<file path="src/logic/uii_pkg.sv">
// Constants and types shared by the interrupt identification block.
// Assumes an 8-bit host port with 3-bit register offsets.
package uii_pkg;

  localparam logic [2:0] OFS_RX_TX      = 3'h0;
  localparam logic [2:0] OFS_IDENT_FCTL = 3'h2;
  localparam logic [2:0] OFS_LINE_STAT  = 3'h5;
  localparam logic [2:0] OFS_MODEM_STAT = 3'h6;

  // Enable bit positions in interrupt_enable_reg
  localparam int EN_RX_DATA = 0;
  localparam int EN_TX_EMPTY = 1;
  localparam int EN_LINE     = 2;
  localparam int EN_MODEM    = 3;

  // fifo_control bit positions
  localparam int FC_ENABLE   = 0;
  localparam int FC_RX_FLUSH = 1;
  localparam int FC_TX_FLUSH = 2;
  localparam int FC_TRIG_LO  = 6;
  localparam int FC_TRIG_HI  = 7;

  // Identification source codes, bits 2:1
  localparam logic [1:0] SRC_LINE   = 2'h3;
  localparam logic [1:0] SRC_RXDATA = 2'h2;
  localparam logic [1:0] SRC_TXEMPTY = 2'h1;
  localparam logic [1:0] SRC_MODEM  = 2'h0;

  localparam logic [1:0] MODE_FIFO    = 2'h3;
  localparam logic [1:0] MODE_NO_FIFO = 2'h0;
  localparam logic [7:0] IDENT_RESET  = 8'h01;
  localparam logic [1:0] TRIG_RESET   = 2'h0;

  // Receive trigger levels in bytes
  localparam logic [4:0] TRIG_BYTES_0 = 5'h01;
  localparam logic [4:0] TRIG_BYTES_1 = 5'h04;
  localparam logic [4:0] TRIG_BYTES_2 = 5'h08;
  localparam logic [4:0] TRIG_BYTES_3 = 5'h0e;

  // Character times of silence before a timeout
  localparam logic [2:0] TIMEOUT_CHARS = 3'h4;

  typedef struct packed {
    logic [7:0] ident;
    logic       rd_prev;
    logic       rd_ident;
    logic       tx_reported;
    logic       line_pend;
    logic       tx_pend;
    logic       modem_pend;
    logic       fifo_en;
    logic [1:0] trig;
    logic       tx_flush;
    logic       rx_flush;
    logic       irq;
  } uii_state_s;

  typedef struct packed {
    logic [2:0] chars;
    logic       flag;
  } uii_timer_s;

endpackage

</file>
<file path="src/logic/uii_timeout_if.sv">
// Link between the identification logic and its character timer.
// Both ends run on the same clock.
`timescale 1ns/1ps
`default_nettype none
interface uii_timeout_if;
  logic enable;
  logic char_tick;
  logic rx_activity;
  logic rx_nonempty;
  logic timeout;

  modport ctrl  (output enable, output char_tick, output rx_activity,
                 output rx_nonempty, input timeout);
  modport timer (input enable, input char_tick, input rx_activity,
                 input rx_nonempty, output timeout);
endinterface
`default_nettype wire

</file>
<file path="src/logic/uii_char_timeout.sv">
// Receive character timeout counter.
// Expects one char_tick pulse per character time from the baud logic.
`timescale 1ns/1ps
`default_nettype none
module uii_char_timeout
  import uii_pkg::*;
(
  input  wire logic clock,
  input  wire logic reset_n,
  uii_timeout_if.timer tif
);

  uii_timer_s st_ff;
  uii_timer_s nxt_st;

  always_comb begin
    nxt_st = st_ff;
    // Any push or pop restarts the silence window
    if (!tif.enable || !tif.rx_nonempty || tif.rx_activity) begin
      nxt_st.chars = '0;
      nxt_st.flag  = 1'b0;
    end else begin
      if (tif.char_tick && st_ff.chars != TIMEOUT_CHARS) begin
        nxt_st.chars = st_ff.chars + 3'h1;
      end
      nxt_st.flag = (nxt_st.chars == TIMEOUT_CHARS);
    end
  end

  always_ff @(posedge clock or negedge reset_n) begin
    if (!reset_n) begin
      st_ff <= '0;
    end else begin
      st_ff <= nxt_st;
    end
  end

  assign tif.timeout = st_ff.flag;

endmodule
`default_nettype wire

</file>
<file path="src/logic/uii_top.sv">
// Interrupt identification and FIFO control for one serial port.
// Assumes host strobes synchronous to clock; rd held for the access.
`timescale 1ns/1ps
`default_nettype none
module uii_top
  import uii_pkg::*;
#(
  parameter int COUNT_W = 5
)
(
  input  wire logic               clock,
  input  wire logic               reset_n,
  input  wire logic [2:0]         addr,
  input  wire logic               rd,
  input  wire logic               wr,
  input  wire logic [7:0]         wdata,
  input  wire logic               dlab,
  input  wire logic [3:0]         interrupt_enable_reg,
  input  wire logic               line_event,
  input  wire logic               tx_empty_event,
  input  wire logic               modem_event,
  input  wire logic [COUNT_W-1:0] rx_count,
  input  wire logic               rx_push,
  input  wire logic               char_tick,
  output logic [7:0]              ident_rdata,
  output logic                    irq,
  output logic                    fifos_enable_bit,
  output logic [1:0]              rx_trigger_level,
  output logic                    tx_fifo_flush,
  output logic                    rx_fifo_flush
);

  ////////////////////////////////////////////////////////////////////
  // Decoding helpers

  function automatic logic [COUNT_W-1:0] trig_bytes(input logic [1:0] sel);
    case (sel)
      2'h0:    trig_bytes = COUNT_W'(TRIG_BYTES_0);
      2'h1:    trig_bytes = COUNT_W'(TRIG_BYTES_1);
      2'h2:    trig_bytes = COUNT_W'(TRIG_BYTES_2);
      default: trig_bytes = COUNT_W'(TRIG_BYTES_3);
    endcase
  endfunction

  // Priority encode into the identification byte
  function automatic logic [7:0] ident_byte(input logic fifo,
                                            input logic line,
                                            input logic rxd,
                                            input logic tmo,
                                            input logic txe,
                                            input logic mdm);
    logic [7:0] b;
    b = '0;
    b[7:6] = fifo ? MODE_FIFO : MODE_NO_FIFO;
    b[0] = 1'b1;
    if (line) begin
      b[2:1] = SRC_LINE;
      b[0]   = 1'b0;
    end else if (rxd || tmo) begin
      b[2:1] = SRC_RXDATA;
      b[3]   = tmo & fifo;
      b[0]   = 1'b0;
    end else if (txe) begin
      b[2:1] = SRC_TXEMPTY;
      b[0]   = 1'b0;
    end else if (mdm) begin
      b[2:1] = SRC_MODEM;
      b[0]   = 1'b0;
    end
    return b;
  endfunction

  function automatic logic hit(input logic [2:0] a, input logic [2:0] ofs);
    return a == ofs;
  endfunction

  ////////////////////////////////////////////////////////////////////
  // Character timer

  uii_timeout_if tif ();

  uii_state_s st_ff;
  uii_state_s nxt_st;

  logic rd_start;
  logic rd_end;
  logic rx_read;
  logic tx_write;
  logic fc_write;
  logic line_read;
  logic modem_read;
  logic rxd_live;
  logic tmo_live;
  logic [7:0] live;

  assign rd_start   = rd && !st_ff.rd_prev;
  assign rd_end     = !rd && st_ff.rd_prev;
  assign rx_read    = rd_start && !dlab && hit(addr, OFS_RX_TX);
  assign tx_write   = wr && !dlab && hit(addr, OFS_RX_TX);
  assign fc_write   = wr && hit(addr, OFS_IDENT_FCTL);
  assign line_read  = rd_start && hit(addr, OFS_LINE_STAT);
  assign modem_read = rd_start && hit(addr, OFS_MODEM_STAT);

  assign tif.enable      = st_ff.fifo_en;
  assign tif.char_tick   = char_tick;
  assign tif.rx_activity = rx_push || rx_read;
  assign tif.rx_nonempty = rx_count != '0;

  uii_char_timeout u_timer (
    .clock   (clock),
    .reset_n (reset_n),
    .tif     (tif)
  );

  ////////////////////////////////////////////////////////////////////
  // Live identification, gated by the enables

  always_comb begin
    if (st_ff.fifo_en) begin
      rxd_live = rx_count >= trig_bytes(st_ff.trig);
    end else begin
      rxd_live = rx_count != '0;
    end
    rxd_live = rxd_live && interrupt_enable_reg[EN_RX_DATA];
    tmo_live = tif.timeout && st_ff.fifo_en && interrupt_enable_reg[EN_RX_DATA];
    live = ident_byte(st_ff.fifo_en,
                      st_ff.line_pend && interrupt_enable_reg[EN_LINE],
                      rxd_live,
                      tmo_live,
                      st_ff.tx_pend && interrupt_enable_reg[EN_TX_EMPTY],
                      st_ff.modem_pend && interrupt_enable_reg[EN_MODEM]);
  end

  ////////////////////////////////////////////////////////////////////
  // Next state

  always_comb begin
    nxt_st          = st_ff;
    nxt_st.rd_prev  = rd;
    nxt_st.tx_flush = 1'b0;
    nxt_st.rx_flush = 1'b0;

    // Report frozen for the whole identification read
    if (rd_start && hit(addr, OFS_IDENT_FCTL)) begin
      nxt_st.ident       = live;
      nxt_st.rd_ident    = 1'b1;
      nxt_st.tx_reported = (live[0] == 1'b0) && (live[2:1] == SRC_TXEMPTY);
    end else if (st_ff.rd_ident && rd) begin
      nxt_st.ident = st_ff.ident;
    end else begin
      nxt_st.ident    = live;
      nxt_st.rd_ident = 1'b0;
    end

    // Clears first, so a same-cycle event wins
    if (line_read) begin
      nxt_st.line_pend = 1'b0;
    end
    if (modem_read) begin
      nxt_st.modem_pend = 1'b0;
    end
    if (tx_write || (rd_end && st_ff.rd_ident && st_ff.tx_reported)) begin
      nxt_st.tx_pend     = 1'b0;
      nxt_st.tx_reported = 1'b0;
    end
    // Events keep landing during a frozen read
    if (line_event) begin
      nxt_st.line_pend = 1'b1;
    end
    if (modem_event) begin
      nxt_st.modem_pend = 1'b1;
    end
    if (tx_empty_event) begin
      nxt_st.tx_pend = 1'b1;
    end

    // Other bits only land with the enable bit set
    if (fc_write) begin
      if (wdata[FC_ENABLE]) begin
        nxt_st.fifo_en  = 1'b1;
        nxt_st.trig     = wdata[FC_TRIG_HI:FC_TRIG_LO];
        nxt_st.tx_flush = wdata[FC_TX_FLUSH] || !st_ff.fifo_en;
        nxt_st.rx_flush = wdata[FC_RX_FLUSH] || !st_ff.fifo_en;
      end else begin
        nxt_st.fifo_en  = 1'b0;
        nxt_st.tx_flush = 1'b1;
        nxt_st.rx_flush = 1'b1;
      end
    end

    nxt_st.irq = !live[0];
  end

  always_ff @(posedge clock or negedge reset_n) begin
    if (!reset_n) begin
      st_ff       <= '0;
      st_ff.ident <= IDENT_RESET;
      st_ff.trig  <= TRIG_RESET;
    end else begin
      st_ff <= nxt_st;
    end
  end

  ////////////////////////////////////////////////////////////////////
  // Outputs

  assign ident_rdata      = st_ff.ident;
  assign irq              = st_ff.irq;
  assign fifos_enable_bit = st_ff.fifo_en;
  assign rx_trigger_level = st_ff.trig;
  assign tx_fifo_flush    = st_ff.tx_flush;
  assign rx_fifo_flush    = st_ff.rx_flush;

endmodule
`default_nettype wire

</file>
<file path="config.mk">
export PLATFORM = sky130hd
export DESIGN_NAME = uii_top
export DESIGN_NICKNAME = d
export VERILOG_FILES = /design/src/logic/uii_pkg.sv /design/src/logic/uii_timeout_if.sv /design/src/logic/uii_char_timeout.sv /design/src/logic/uii_top.sv
export SDC_FILE = /design/constraint.sdc
export NUM_CORES = 1
export LEC_CHECK = 0
export BUFFER_PORTS_ARGS = -buffer_cell sky130_fd_sc_hd__buf_2
export CORE_UTILIZATION = 51
export CTS_CLUSTER_DIAMETER = 80
export DETAILED_ROUTE_END_ITERATION = 8
export PLACE_DENSITY = 0.83
export SKIP_LAST_GASP = 1
export SLEW_MARGIN = 20
export SYNTH_ARGS = -nofsm -noshare
export SYNTH_HDL_FRONTEND = slang
export SYNTH_SLANG_ARGS = --single-unit
</file>
<file path="constraint.sdc">
create_clock -name clock -period 2.75 [get_ports clock]
set_clock_uncertainty 0.2 [all_clocks]
set_input_delay 0.825 -clock clock [delete_from_list [all_inputs] [get_ports clock]]
set_output_delay 0.825 -clock clock [all_outputs]
set_load 0.02 [all_outputs]
</file>
==> out/metrics.cfg <==
[place]
gp_congestion=0.7481
dpl_cell_area_sq_um=1300
port-buffer-count=38
hpwl_mm=1.804

[detailed_routing]
drtPass1Iterations=4
met3_length_microns=94
dr.max_layer_used=met4
wl_met1_microns=903
dr_wl_met2_mm=1.185
routedWlPerCell_microns=12.60
drc=0
routed_wl_mm=2.205
ant_nets=0
via_per_inst=5.303
drt_iter0_drc=21
vias=928

[logic_synthesis]
synth_top_area_share_pct=43.62
syn-cell-area_sq_um=1147
ys_ff_latch=21
synth_enable_flop_cells=0
synth-seq-area-share_pct=45.91
syn_inst=115
ys_top_cells_by_area=dfrtp_1, buf_4, ha_1
ys_warn_count=0
yosysUniqueCellTypes=39
synthTopCellsByCount=dfrtp_1, nand2_1, nor2_1, buf_4
synthArstFlopShare_pct=100.0
synth_top_cell_by_area=dfrtp_1
synth_ff_type=dfrtp_1
synth_area_per_cell_sq_um=9.977
synth.most_common_cell=dfrtp_1

[critical_path]
cp_data_arrival_time_ns=1.00
path_buf_inv=1
rrSetupSlack_ns=0.86
crit_type=flop to primary output
worstSetupEndpointType=primary output
r2r_cells=7
critPathMaxFanout=2
worstReg2RegStart=rx_trigger_level[1]$_DFFE_PN0P_
reg2reg_to=ident_rdata[1]$_DFFE_PN0P_
cp.required_ns=1.73
cp_slowest_cell=dfstp_2
slowest_delay_ns=0.55
crit_family=flip-flops
crit_path_start_kind=flop
crit_chain=buf_2

[cts]
hold_buffers=0
h-tree-depth=1
post-cts-setup-buffers=0
numCtsBuffers=3
insertion_delay_ns=0.30
cts_sinks=21
path_clk_slew_ns=0.12
clockRootBuffer=clkbuf_4
cts_resized=0
cts_tree=yes
clk_path_buf_depth=2

[global_route]
antenna_found_initial=0
grt_pass1_vias=881
grt.total_usage_pct=19.05
grt_max_degree=22
grt_overflow=0
grt_pass1_wl_mm=3.539

[die]
fp.dieH_microns=49.43
start_util_pct=56.19
die-width_microns=49.43
num_io_pins=44
fp.coreArea_sq_um=2042
dieArea_sq_um=2443
std_cell_rows=16

[power]
p_total_w=0.0006649
p_leak_nw=0.6473
powerDensity_nw_per_um2=499.9
peakVddDrop_mv=0.3300

[job]
maxCapViolCount=0

[outcome]
status=finished, final reports clean

[sta]
finalCriticalPeriod_ns=2.027
final.setup.tns_ns=0
fmax_mhz=493.3
finalCritPeriodShare_pct=73.72
final-max-slew-violation-count=0
hold_viol=0
rsz0062_at_grt=false
setup_viol=0

[layout]
finish.instance_area_sq_um=1330
n_antenna_cell=0
syn_to_final_growth_pct=15.92
nets=185
drive_gt1_share_pct=33.78

[min_path]
hp-class=input port to async pin

metrics by stage:
step | utilization, % | setup slack (ns) | hold WS [ns] | cells
after floorplan | - | 0.6257 | 0.2495 | 116
after global placement | 63.66 | 0.4525 | 0.2612 | 171
after detailed placement | 63.66 | 0.4180 | 0.2676 | 171
after CTS | 65.13 | 0.7093 | 0.2550 | 175
after global routing | 65.13 | 0.6428 | 0.2711 | 175
final | 65.13 | 0.7228 | 0.2489 | 175
state kept, by name, summed over array words and instances (netlist names):
signal               cells
irq                      1
u_timer.tif.timeout      1
rx_fifo_flush            1
tx_fifo_flush            1
rx_trigger_level         2
u_timer.st_ff            3
st_ff                    6
fifos_enable_bit         1
ident_rdata              5
worst register-to-register path: stages (launching register included):
cell and delay (ns):
dfrtp_1 0.44, nor2_1 0.13, ha_1 0.23, nand2b_1 0.14, a211oi_1 0.23, o21ai_1 0.12
o211ai_2 0.14, a41o_1 0.21
power by group:
| group | switching, W | total [W] | internal, W |
|---|---|---|---|
| Sequential | 0.0000225 | 0.000355 | 0.000332 |
| Clock | 0.0000937 | 0.000149 | 0.0000553 |
| Combinational | 0.0000948 | 0.000161 | 0.0000665 |
how the worst max path moves through the flow:
stage	start	endpoint	depth (start not counted)
3_5_place_dp	rx_count[0]	ident_rdata[1]$_DFFE_PN0P_	8
4_1_cts	ident_rdata[0]$_DFFE_PN1P_	ident_rdata[0]	1
3_3_place_gp	rx_count[0]	ident_rdata[0]$_DFFE_PN1P_	8
5_1_grt	rx_count[0]	ident_rdata[1]$_DFFE_PN0P_	8
6_report	ident_rdata[0]$_DFFE_PN1P_	ident_rdata[0]	1
2_1_floorplan	rx_count[0]	ident_rdata[0]$_DFFE_PN1P_	7
metal layers:
layer,global-route usage [%],vias up
met2,36.76,28
li1,-,461
met4,8.095,0
met5,0,-
met1,20.56,435
met3,2.181,4
layout by cell type, fill, tap and decap left out, types with 3 or more instances in the layout:
cell,netlist,routed
buf_2,0,38
clkbuf_4,0,3
dfrtp_1,20,20
ha_1,6,6
inv_1,6,6
nand2_1,14,14
nor2_1,11,11
o21ai_0,6,6
final cells by class:
cell class | instances | area, sq um
tap | 27 | 33.78
multi-input combinational | 79 | 526.8
timing repair buffer | 38 | 190.2
sequential | 21 | 526.8
clock buffer | 3 | 22.52
inverter | 6 | 22.52
clock inverter | 1 | 7.507
fill | 186 | 711.9
cell families after synthesis:
kind of cell	Yosys count	share of synthesized area, %
AND/OR/NAND/NOR	41	18.21
AO/OA/AOI/OAI	25	16.25
flip-flops	21	45.91
buffers and inverters	16	8.506
adder cells (fa/ha/maj)	6	6.543
XOR/XNOR	3	2.290
multiplexers	2	1.963
other	1	0.3268
Power figures use the tool's default switching activity.
